[config.mk]
export PLATFORM = sky130hd
export DESIGN_NAME = locr_regs
export DESIGN_NICKNAME = d
export VERILOG_FILES = /design/src/logic/locr_aux_mux.v /design/src/logic/locr_nv_store.v /design/src/logic/locr_regs.v
export VERILOG_INCLUDE_DIRS = /design/src /design/src/logic
export SDC_FILE = /design/constraint.sdc
export NUM_CORES = 1
export LEC_CHECK = 0
export BUFFER_PORTS_ARGS = -buffer_cell sky130_fd_sc_hd__buf_4
export CAP_MARGIN = 0
export CORE_ASPECT_RATIO = 0.5
export CORE_MARGIN = 1
export CORE_UTILIZATION = 30
export DETAILED_ROUTE_END_ITERATION = 8
export PLACE_DENSITY_LB_ADDON = 0.3
export SETUP_SLACK_MARGIN = 0.4
export SYNTH_ARGS = -nofsm -noshare
export SYNTH_HDL_FRONTEND = slang
export SYNTH_SLANG_ARGS = --single-unit
[constraint.sdc]
create_clock -name clk_sys -period 2.2 [get_ports clk_sys]
set_input_delay 0.22 -clock clk_sys [delete_from_list [all_inputs] [get_ports clk_sys]]
set_output_delay 0.22 -clock clk_sys [all_outputs]
set_load 0.01 [all_outputs]
[src/logic/locr_consts.vh]
`ifndef LOCR_CONSTS_VH
`define LOCR_CONSTS_VH

// ----------------------------------------------------------------------------
// register byte addresses
// ----------------------------------------------------------------------------
`define LOCR_ADDR_OUT_MON      8'h00
`define LOCR_ADDR_BIAS_LOOP    8'h01

// ----------------------------------------------------------------------------
// reset values
// ----------------------------------------------------------------------------
`define LOCR_OUT_MON_RST       8'h00
`define LOCR_BIAS_LOOP_RST     8'h02
`define LOCR_READ_ZERO         8'h00

// ----------------------------------------------------------------------------
// output_and_monitor_config fields
// ----------------------------------------------------------------------------
`define LOCR_OM_SOFT_RESET     7
`define LOCR_OM_GP_STATE       6
`define LOCR_OM_DIODE_FAULT    5
`define LOCR_OM_OUT_ENABLE     4
`define LOCR_OM_MOD_REF        3
`define LOCR_OM_AUX_HI         2
`define LOCR_OM_AUX_LO         0

// ----------------------------------------------------------------------------
// bias_loop_config fields
// ----------------------------------------------------------------------------
`define LOCR_BL_INVERT         7
`define LOCR_BL_GAIN           6
`define LOCR_BL_REF            5
`define LOCR_BL_FBR_HI         4
`define LOCR_BL_FBR_LO         2
`define LOCR_BL_DRIVE_DIR      1
`define LOCR_BL_SHUT_POL       0

// ----------------------------------------------------------------------------
// auxiliary voltage select codes
// ----------------------------------------------------------------------------
`define LOCR_AUX_INPUT         3'h0
`define LOCR_AUX_ANALOG_SUPPLY 3'h1
`define LOCR_AUX_BIAS_OUT      3'h2
`define LOCR_AUX_MOD_OUT       3'h3
`define LOCR_AUX_BIAS_DAC      3'h4
`define LOCR_AUX_MOD_DAC       3'h5
`define LOCR_AUX_FAULT_DAC     3'h6

`endif

[src/logic/locr_aux_mux.v]
`timescale 1ns/1ns
`include "locr_consts.vh"

module locr_aux_mux #(
  parameter W = 10
) (
  // clock and reset
  input  wire         clk_sys,
  input  wire         rst_n,
  // select
  input  wire [2:0]   sel,
  // sources
  input  wire [W-1:0] src_input,
  input  wire [W-1:0] src_analog_supply,
  input  wire [W-1:0] src_bias_out,
  input  wire [W-1:0] src_mod_out,
  input  wire [W-1:0] src_bias_dac,
  input  wire [W-1:0] src_mod_dac,
  input  wire [W-1:0] src_fault_dac,
  // result
  output reg  [W-1:0] result_q
);

reg [W-1:0] result_d;

always @* begin
  case (sel)
    `LOCR_AUX_INPUT:         result_d = src_input;
    `LOCR_AUX_ANALOG_SUPPLY: result_d = src_analog_supply;
    `LOCR_AUX_BIAS_OUT:      result_d = src_bias_out;
    `LOCR_AUX_MOD_OUT:       result_d = src_mod_out;
    `LOCR_AUX_BIAS_DAC:      result_d = src_bias_dac;
    `LOCR_AUX_MOD_DAC:       result_d = src_mod_dac;
    `LOCR_AUX_FAULT_DAC:     result_d = src_fault_dac;
    // reserved code reports zero
    default:                 result_d = {W{1'b0}};
  endcase
end

always @(posedge clk_sys or negedge rst_n) begin
  if (!rst_n) begin
    result_q <= {W{1'b0}};
  end else begin
    result_q <= result_d;
  end
end

endmodule // locr_aux_mux

[src/logic/locr_nv_store.v]
`timescale 1ns/1ns
`include "locr_consts.vh"

module locr_nv_store (
  // clock and reset
  input  wire       clk_sys,
  input  wire       rst_n,
  // control
  input  wire       load_req,
  input  wire       wr_en,
  input  wire [7:0] wr_data,
  // nonvolatile array side
  input  wire [7:0] nv_rd_data,
  output reg        nv_wr_en,
  output reg  [7:0] nv_wr_data,
  // working copy
  output reg  [7:0] cfg_q
);

// ----------------------------------------------------------------------------
// working copy, reloaded from the array after every reset
// ----------------------------------------------------------------------------
always @(posedge clk_sys or negedge rst_n) begin
  if (!rst_n) begin
    cfg_q      <= `LOCR_BIAS_LOOP_RST;
    nv_wr_en   <= 1'b0;
    nv_wr_data <= `LOCR_BIAS_LOOP_RST;
  end else begin
    nv_wr_en <= wr_en;
    if (wr_en) begin
      cfg_q      <= wr_data;
      nv_wr_data <= wr_data;
    end else if (load_req) begin
      cfg_q <= nv_rd_data;
    end
  end
end

endmodule // locr_nv_store

[src/logic/locr_regs.v]
// Notes on behaviour
// - writing one to bit 7 resets device
// - general mode: state bit drives open-drain pin
// - reset pulse mode ignores output state bit
// - bit 5 reads diode fault flag
// - output enable gates shutdown, modulation, bias
// - bit 3 picks modulation reference
// - aux select routes source to result
// - bias register write aborts, restarts conversion
// - bias register kept in nonvolatile storage
// - bias register needs valid OEM password
// - bit 7 swaps loop amplifier inputs
// - bit 6 picks quarter or full swing
// - bit 5 picks loop reference rail
// - bits 4..2 select feedback resistor
// - bit 1 sets source or sink drive
// - bit 0 sets shutdown output polarity
// - first register at 0x00, resets 0x00
`timescale 1ns/1ns
`include "locr_consts.vh"

module locr_regs #(
  parameter VW = 10
) (
  // clock and reset
  input  wire          clk_sys,
  input  wire          rst_n,
  // byte register port from the serial interface engine
  input  wire          reg_wr_en,
  input  wire          reg_rd_en,
  input  wire [7:0]    reg_addr,
  input  wire [7:0]    reg_wr_data,
  output reg  [7:0]    reg_rd_data,
  output reg           reg_rd_valid,
  output wire          reg_refused,
  input  wire          oem_password_ok,
  // device-wide soft reset
  output wire          soft_reset_pulse,
  // general purpose open-drain pin
  input  wire          gp_output_mode_select,
  input  wire          reset_pulse_drive_low,
  output wire          gp_open_drain_pin_o,
  output wire          gp_open_drain_pin_oe,
  // diode fault from the temperature sensor
  input  wire          diode_fault_in,
  // laser outputs
  input  wire          shutdown_request,
  output reg           laser_shutdown_output_o,
  output wire          laser_shutdown_output_oe,
  output wire          modulation_output_oe,
  output wire          bias_output_oe,
  output wire          modulation_reference_select,
  // bias loop controls
  output wire          loop_inversion_bit,
  output wire          bias_gain_quarter,
  output wire          loop_reference_select,
  output wire [2:0]    feedback_resistor_select,
  output wire          drive_direction_bit,
  output wire          shutdown_polarity_bit,
  // converter sequence
  output reg           adc_abort_pulse,
  output reg           adc_restart_pulse,
  // nonvolatile array for the bias register
  input  wire [7:0]    nv_rd_data,
  output wire          nv_wr_en,
  output wire [7:0]    nv_wr_data,
  // auxiliary voltage sources and result
  input  wire [VW-1:0] src_input,
  input  wire [VW-1:0] src_analog_supply,
  input  wire [VW-1:0] src_bias_out,
  input  wire [VW-1:0] src_mod_out,
  input  wire [VW-1:0] src_bias_dac,
  input  wire [VW-1:0] src_mod_dac,
  input  wire [VW-1:0] src_fault_dac,
  output wire [VW-1:0] reported_voltage_result
);

// ----------------------------------------------------------------------------
// reset values of output_and_monitor_config fields
// ----------------------------------------------------------------------------
localparam [7:0] OM_RST         = `LOCR_OUT_MON_RST;
localparam       GP_STATE_RST   = OM_RST[`LOCR_OM_GP_STATE];
localparam       OUT_ENABLE_RST = OM_RST[`LOCR_OM_OUT_ENABLE];
localparam       MOD_REF_RST    = OM_RST[`LOCR_OM_MOD_REF];
localparam [2:0] AUX_SEL_RST    = OM_RST[`LOCR_OM_AUX_HI:`LOCR_OM_AUX_LO];

// ----------------------------------------------------------------------------
// declarations
// ----------------------------------------------------------------------------
reg        gp_output_state_q;
reg        output_enable_q;
reg        mod_ref_q;
reg  [2:0] aux_voltage_select_q;
reg        soft_rst_q;
reg        boot_load_q;
reg        booted_q;
reg        fault_meta_q;
reg        diode_fault_flag_q;
reg  [7:0] rd_data_d;
wire [7:0] bias_loop_config;
wire       hit_out_mon;
wire       hit_bias;
wire       wr_out_mon;
wire       wr_bias;
wire       soft_reset_req;
wire       nv_load;
wire       shutdown_active;

// ----------------------------------------------------------------------------
// address decode and password gate
// ----------------------------------------------------------------------------
assign hit_out_mon = (reg_addr == `LOCR_ADDR_OUT_MON);
assign hit_bias    = (reg_addr == `LOCR_ADDR_BIAS_LOOP);
assign wr_out_mon  = reg_wr_en & hit_out_mon;
// bias register only reachable once the password is accepted
assign wr_bias     = reg_wr_en & hit_bias & oem_password_ok;
assign reg_refused = (reg_wr_en | reg_rd_en) & hit_bias & ~oem_password_ok;

// ----------------------------------------------------------------------------
// soft reset
// ----------------------------------------------------------------------------
// writing zero to the reset bit does nothing
assign soft_reset_req   = wr_out_mon & reg_wr_data[`LOCR_OM_SOFT_RESET];
// pulse also leaves the block so the rest of the device restarts
assign soft_reset_pulse = soft_rst_q;

always @(posedge clk_sys or negedge rst_n) begin
  if (!rst_n) begin
    soft_rst_q <= 1'b0;
  end else begin
    soft_rst_q <= soft_reset_req;
  end
end

// ----------------------------------------------------------------------------
// nonvolatile reload after power-up or soft reset
// ----------------------------------------------------------------------------
always @(posedge clk_sys or negedge rst_n) begin
  if (!rst_n) begin
    booted_q    <= 1'b0;
    boot_load_q <= 1'b0;
  end else begin
    booted_q    <= 1'b1;
    boot_load_q <= ~booted_q;
  end
end

// soft reset reloads the stored byte rather than the default
assign nv_load = boot_load_q | soft_rst_q;

// ----------------------------------------------------------------------------
// output_and_monitor_config
// ----------------------------------------------------------------------------
always @(posedge clk_sys or negedge rst_n) begin
  if (!rst_n) begin
    gp_output_state_q    <= GP_STATE_RST;
    output_enable_q      <= OUT_ENABLE_RST;
    mod_ref_q            <= MOD_REF_RST;
    aux_voltage_select_q <= AUX_SEL_RST;
  end else if (soft_rst_q) begin
    // same state as after power-up
    gp_output_state_q    <= GP_STATE_RST;
    output_enable_q      <= OUT_ENABLE_RST;
    mod_ref_q            <= MOD_REF_RST;
    aux_voltage_select_q <= AUX_SEL_RST;
  end else if (wr_out_mon && !soft_reset_req) begin
    gp_output_state_q    <= reg_wr_data[`LOCR_OM_GP_STATE];
    output_enable_q      <= reg_wr_data[`LOCR_OM_OUT_ENABLE];
    mod_ref_q            <= reg_wr_data[`LOCR_OM_MOD_REF];
    aux_voltage_select_q <= reg_wr_data[`LOCR_OM_AUX_HI:`LOCR_OM_AUX_LO];
  end
end

// ----------------------------------------------------------------------------
// diode fault synchroniser
// ----------------------------------------------------------------------------
// fault pin is asynchronous to clk_sys
always @(posedge clk_sys or negedge rst_n) begin
  if (!rst_n) begin
    fault_meta_q       <= 1'b0;
    diode_fault_flag_q <= 1'b0;
  end else begin
    fault_meta_q       <= diode_fault_in;
    diode_fault_flag_q <= fault_meta_q;
  end
end

// ----------------------------------------------------------------------------
// bias_loop_config in nonvolatile storage
// ----------------------------------------------------------------------------
locr_nv_store u_bias_store (
  .clk_sys    (clk_sys),
  .rst_n      (rst_n),
  .load_req   (nv_load),
  .wr_en      (wr_bias),
  .wr_data    (reg_wr_data),
  .nv_rd_data (nv_rd_data),
  .nv_wr_en   (nv_wr_en),
  .nv_wr_data (nv_wr_data),
  .cfg_q      (bias_loop_config)
);

assign loop_inversion_bit       = bias_loop_config[`LOCR_BL_INVERT];
assign bias_gain_quarter        = bias_loop_config[`LOCR_BL_GAIN];
assign loop_reference_select    = bias_loop_config[`LOCR_BL_REF];
assign feedback_resistor_select = bias_loop_config[`LOCR_BL_FBR_HI:`LOCR_BL_FBR_LO];
assign drive_direction_bit      = bias_loop_config[`LOCR_BL_DRIVE_DIR];
assign shutdown_polarity_bit    = bias_loop_config[`LOCR_BL_SHUT_POL];

// ----------------------------------------------------------------------------
// converter abort and restart
// ----------------------------------------------------------------------------
always @(posedge clk_sys or negedge rst_n) begin
  if (!rst_n) begin
    adc_abort_pulse   <= 1'b0;
    adc_restart_pulse <= 1'b0;
  end else begin
    // abort as the write lands, restart once it has completed
    adc_abort_pulse   <= wr_bias;
    adc_restart_pulse <= adc_abort_pulse;
  end
end

// ----------------------------------------------------------------------------
// general purpose open-drain pin
// ----------------------------------------------------------------------------
// pin is only ever pulled low; high means released
assign gp_open_drain_pin_o  = 1'b0;
assign gp_open_drain_pin_oe = gp_output_mode_select ? reset_pulse_drive_low
                                                    : ~gp_output_state_q;

// ----------------------------------------------------------------------------
// laser output stage
// ----------------------------------------------------------------------------
// shutdown level follows the request through the polarity bit
assign shutdown_active             = shutdown_polarity_bit ? shutdown_request
                                                           : ~shutdown_request;
assign laser_shutdown_output_oe    = output_enable_q;
assign modulation_output_oe        = output_enable_q;
assign bias_output_oe              = output_enable_q;
assign modulation_reference_select = mod_ref_q;

always @(posedge clk_sys or negedge rst_n) begin
  if (!rst_n) begin
    laser_shutdown_output_o <= 1'b0;
  end else begin
    laser_shutdown_output_o <= shutdown_active;
  end
end

// ----------------------------------------------------------------------------
// auxiliary voltage routing
// ----------------------------------------------------------------------------
// result lags the select by one register stage
locr_aux_mux #(
  .W (VW)
) u_aux_mux (
  .clk_sys           (clk_sys),
  .rst_n             (rst_n),
  .sel               (aux_voltage_select_q),
  .src_input         (src_input),
  .src_analog_supply (src_analog_supply),
  .src_bias_out      (src_bias_out),
  .src_mod_out       (src_mod_out),
  .src_bias_dac      (src_bias_dac),
  .src_mod_dac       (src_mod_dac),
  .src_fault_dac     (src_fault_dac),
  .result_q          (reported_voltage_result)
);

// ----------------------------------------------------------------------------
// read path
// ----------------------------------------------------------------------------
// locked bias reads fall through to zero
always @* begin
  rd_data_d = `LOCR_READ_ZERO;
  if (hit_out_mon) begin
    // reset bit is write only and reads zero
    rd_data_d[`LOCR_OM_GP_STATE]                    = gp_output_state_q;
    rd_data_d[`LOCR_OM_DIODE_FAULT]                 = diode_fault_flag_q;
    rd_data_d[`LOCR_OM_OUT_ENABLE]                  = output_enable_q;
    rd_data_d[`LOCR_OM_MOD_REF]                     = mod_ref_q;
    rd_data_d[`LOCR_OM_AUX_HI:`LOCR_OM_AUX_LO]      = aux_voltage_select_q;
  end else if (hit_bias && oem_password_ok) begin
    rd_data_d = bias_loop_config;
  end
end

always @(posedge clk_sys or negedge rst_n) begin
  if (!rst_n) begin
    reg_rd_data  <= `LOCR_READ_ZERO;
    reg_rd_valid <= 1'b0;
  end else begin
    reg_rd_valid <= reg_rd_en;
    if (reg_rd_en) begin
      reg_rd_data <= rd_data_d;
    end
  end
end

endmodule // locr_regs

==> impl_results.md <==
* Clock sink count at 49
* Clk buf depth at 2
* Routed WL at 7.73 mm
* Netlist cell types at 36
* XOR/XNOR share of the synthesized area at 0.329%
* Final hold violations at 0
* Tcrit/Tclk final at between 70% and 80%
* Combinational family with the most area after synthesis: multiplexers
* Number of global-route vias before repair at 2344
* Area Growth Syn to Fin at 52.3%
* Sum Neg Setup Slack at 0 ns
* LEAKAGE at 0.00213 uW
* Simple-gate portion of the synthesized area at 13.0%
* Post-synthesis mux area share at 24.2%
* Maxcap violations at 0
* Multi-input logic area at between 1000 and 1500 sq um
* Syn. warnings at 0
* Hold Crit Depth at 1
* Fin crit period at around 1.7 ns
* Worst hold path type: in2reg
* Antenna-violating nets left at 0
* Endpoint class of the critical path: flip-flop
* Register Area at 1230 sq um
* Antenna violations before repair at 0
* Die Wd at approximately 140 um
* Final setup fails at 0
* Drc violations at 0
* Crit path DAT at 1.84 ns
* Max-slew violations at 0
* Port bufs at roughly 150
* Run status: complete, no violations
* Final Non-Filler Cells at 474
* First-pass DRT Iterations at 4
* Reg-to-Reg Start: soft_reset_pulse
* Synth Flop Type: dfrtp_1
* Die height at around 70 um
* CTS root buffer: clkbuf_16
* Fill count at 763
* Routed len/inst at 16.3 um
* Hold_ws at 0.0369 ns
* Finished Cell Area at roughly 4100 sq um
* Post-synth EDFFs at 0
* First-pass GRT wire length at 11.7 mm
* Layout cells sized above 1 at 58.3%
* CP max stage cell: dfrtp_1
* P per Cell Area at 567 nW/um^2
* Seq cells post-synth at between 40 and 50
* R2r worst-path depth at 4
* Critical path type: reg2reg
* Worst-skew pair later-pin latency at 0.29 ns
* Vias/cell at ~4.8
* Final layout net count at 464
* Clock transition at path regs at 0.07 ns
* RSZ-0062 raised after global routing: false
* Via count at approximately 2300
* Critical path's largest stage delay at 0.39 ns
* Transition time at the pin with the least slew margin at 0.623 ns
* Num CTS Buffers at 5
* N_diodes at 0
* Buf/Inv on CP at 1
* Mean Syn Cell Area at about 12 sq um
* Slew margin rel. at 58.5%
* Max IR drop VDD at a little under 0.3 mV
* Setup Skew at 0.00363 ns
* Core box area at 8290 sq um
* Synthesized area at 2660 sq um
* Post-DP HPWL at 6.05 mm
* Complex-gate fraction of the synthesized area at 11.6%
* Routability cong. at 0.819
* Sequential element share of the synthesized area at a little under half
* Synth Area in Adders at 0%
* Syn Inst Count at roughly 210
* Critical-path maximum fanout at 5
* Die area at 9270 sq um
* Startpoint Class: flip-flop
* IO Count at 150
* Req. time, crit path at 2.37 ns
* Asr flop ratio synth at 100%
* Final Power at 2300 uW
* FF-to-FF setup slack at between 0.5 and 0.6 ns
* Starting Density at 32.1%
* Critical Path, Cell by Cell: nor2_1, buf_4, mux2_2, mux2_4
* Largest net degree at the start of global routing at 50
* CTS tree: yes
* Initial DRC Count at 100
* Kind of cell adding the most delay to the critical path: multiplexers
* Total gr overflow at 0
* Hold Crit Start: diode_fault_in
* Placed Area at 3860 sq um
* Critical R2R Capture: u_bias_store.cfg_q[2]
* Fmax at 0.598 GHz
* Total Routing Usage GR at 16.6%
* WHS Endpoint: fault_meta_q
* Syn Nets at ~320
* Placed cells at 462
* Rows at 23
* H-Tree Level Count at 2
## cells in the final DEF, fill, tap and decap left out, types with 7 or more instances in the layout
master,instances
buf_4,158
dfrtp_1,46
mux2_2,21
nor2b_1,12
nand2b_1,12
mux2i_1,10
nand2_1,10
mux2_4,10
o21ai_0,8
mux4_2,7
a41o_1,7
a21o_1,7
## repair_timing
action | CTS | global route
endpoints found under the setup margin | 0 | 2
gates resized for setup | 0 | 1
setup buffers | 0 | 3
hold buffers | 1 | 0
hold endpoints to repair | 47 | 0
## cell families (layout without fill, tap and decap cells)
group / count (synthesis) / after routing
DFF: 49 / 49
AOI/OAI and AO/OA: 40 / 40
other: 2 / 2
buffers and inverters: 22 / 171
and+or+nand+nor: 51 / 51
xor gates and xnor gates: 1 / 1
muxes: 48 / 48
## sequential cells by signal (all words and copies together) (netlist names)
name                         cells
booted_q                         1
u_bias_store.nv_wr_en            1
aux_voltage_select_q             3
soft_reset_pulse                 1
u_aux_mux.result_q              10
laser_shutdown_output_o          1
gp_output_state_q                1
u_bias_store.cfg_q               8
adc_restart_pulse                1
u_bias_store.nv_wr_data          8
modulation_reference_select      1
fault_meta_q                     1
boot_load_q                      1
diode_fault_flag_q               1
bias_output_oe                   1
reg_rd_valid                     1
reg_rd_data                      8
## layout make-up
class / count / area share [%]
Tap cell: 112 / 3.46
Timing Repair Buffer: 159 / 29.5
Clock inverter: 2 / 0.432
Sequential cell: 49 / 30.3
Clock buffer: 6 / 3.43
Inverter: 4 / 0.370
Multi-Input combinational cell: 142 / 32.4
## report_power, final
group / leakage (uW) / total, uW / internal, uW / switching [uW]
registers: 0.000613 / 1000 / 960 / 41.8
clock network: 0.0000775 / 805 / 459 / 346
logic: 0.00144 / 493 / 300 / 193
## layer usage
metal / track usage, % / share of wire [%] / vias to the layer above
li1: - / - / 1084
met1: 19.6 / 42 / 1118
met2: 31.3 / 53 / 57
met3: 4.17 / 4.5 / 4
met4: 3.37 / 0.63 / 0
met5: 0 / 0 / -
## worst register-to-register path: cells and delay by family (launching register included)
kind | cells | cell delay [ns]
buffers and inverters | 1 | 0.24
muxes | 2 | 0.60
DFF | 1 | 0.39
and+or+nand+nor | 1 | 0.33
## stage by stage
step | setup WS (ns) | utilization (%)
2_1_floorplan | 0.629 | -
5_1_grt | 0.453 | 48.9
3_3_place_gp | 0.363 | 46.6
6_report | 0.529 | 48.9
4_1_cts | 0.457 | 48.6
3_5_place_dp | 0.300 | 46.6
## cell usage after synthesis, types with 7 or more instances
cell type,n,area [sq um]
mux2i_1,10,100
mux2_2,21,236
a21o_1,7,52.6
nand2b_1,12,75.1
mux4_2,7,158
nand2_1,10,37.5
buf_2,7,35.0
mux2_4,10,150
o21ai_0,8,40.0
dfrtp_1,47,1180
a41o_1,7,70.1
nor2b_1,12,75.1
## how the worst max path moves through the flow
stage | start | to | cells after the start
final | soft_reset_pulse | u_bias_store.cfg_q[2] | 4
after CTS | aux_voltage_select_q[0] | u_aux_mux.result_q[3] | 3
after detailed placement | reg_addr[5] | u_bias_store.nv_wr_data[6] | 4
after floorplan | soft_reset_pulse | u_bias_store.cfg_q[0] | 3
after global placement | reg_addr[5] | u_bias_store.nv_wr_data[6] | 4
after global routing | soft_reset_pulse | u_bias_store.cfg_q[5] | 4
Note: power is estimated with default switching activity, not from simulation.
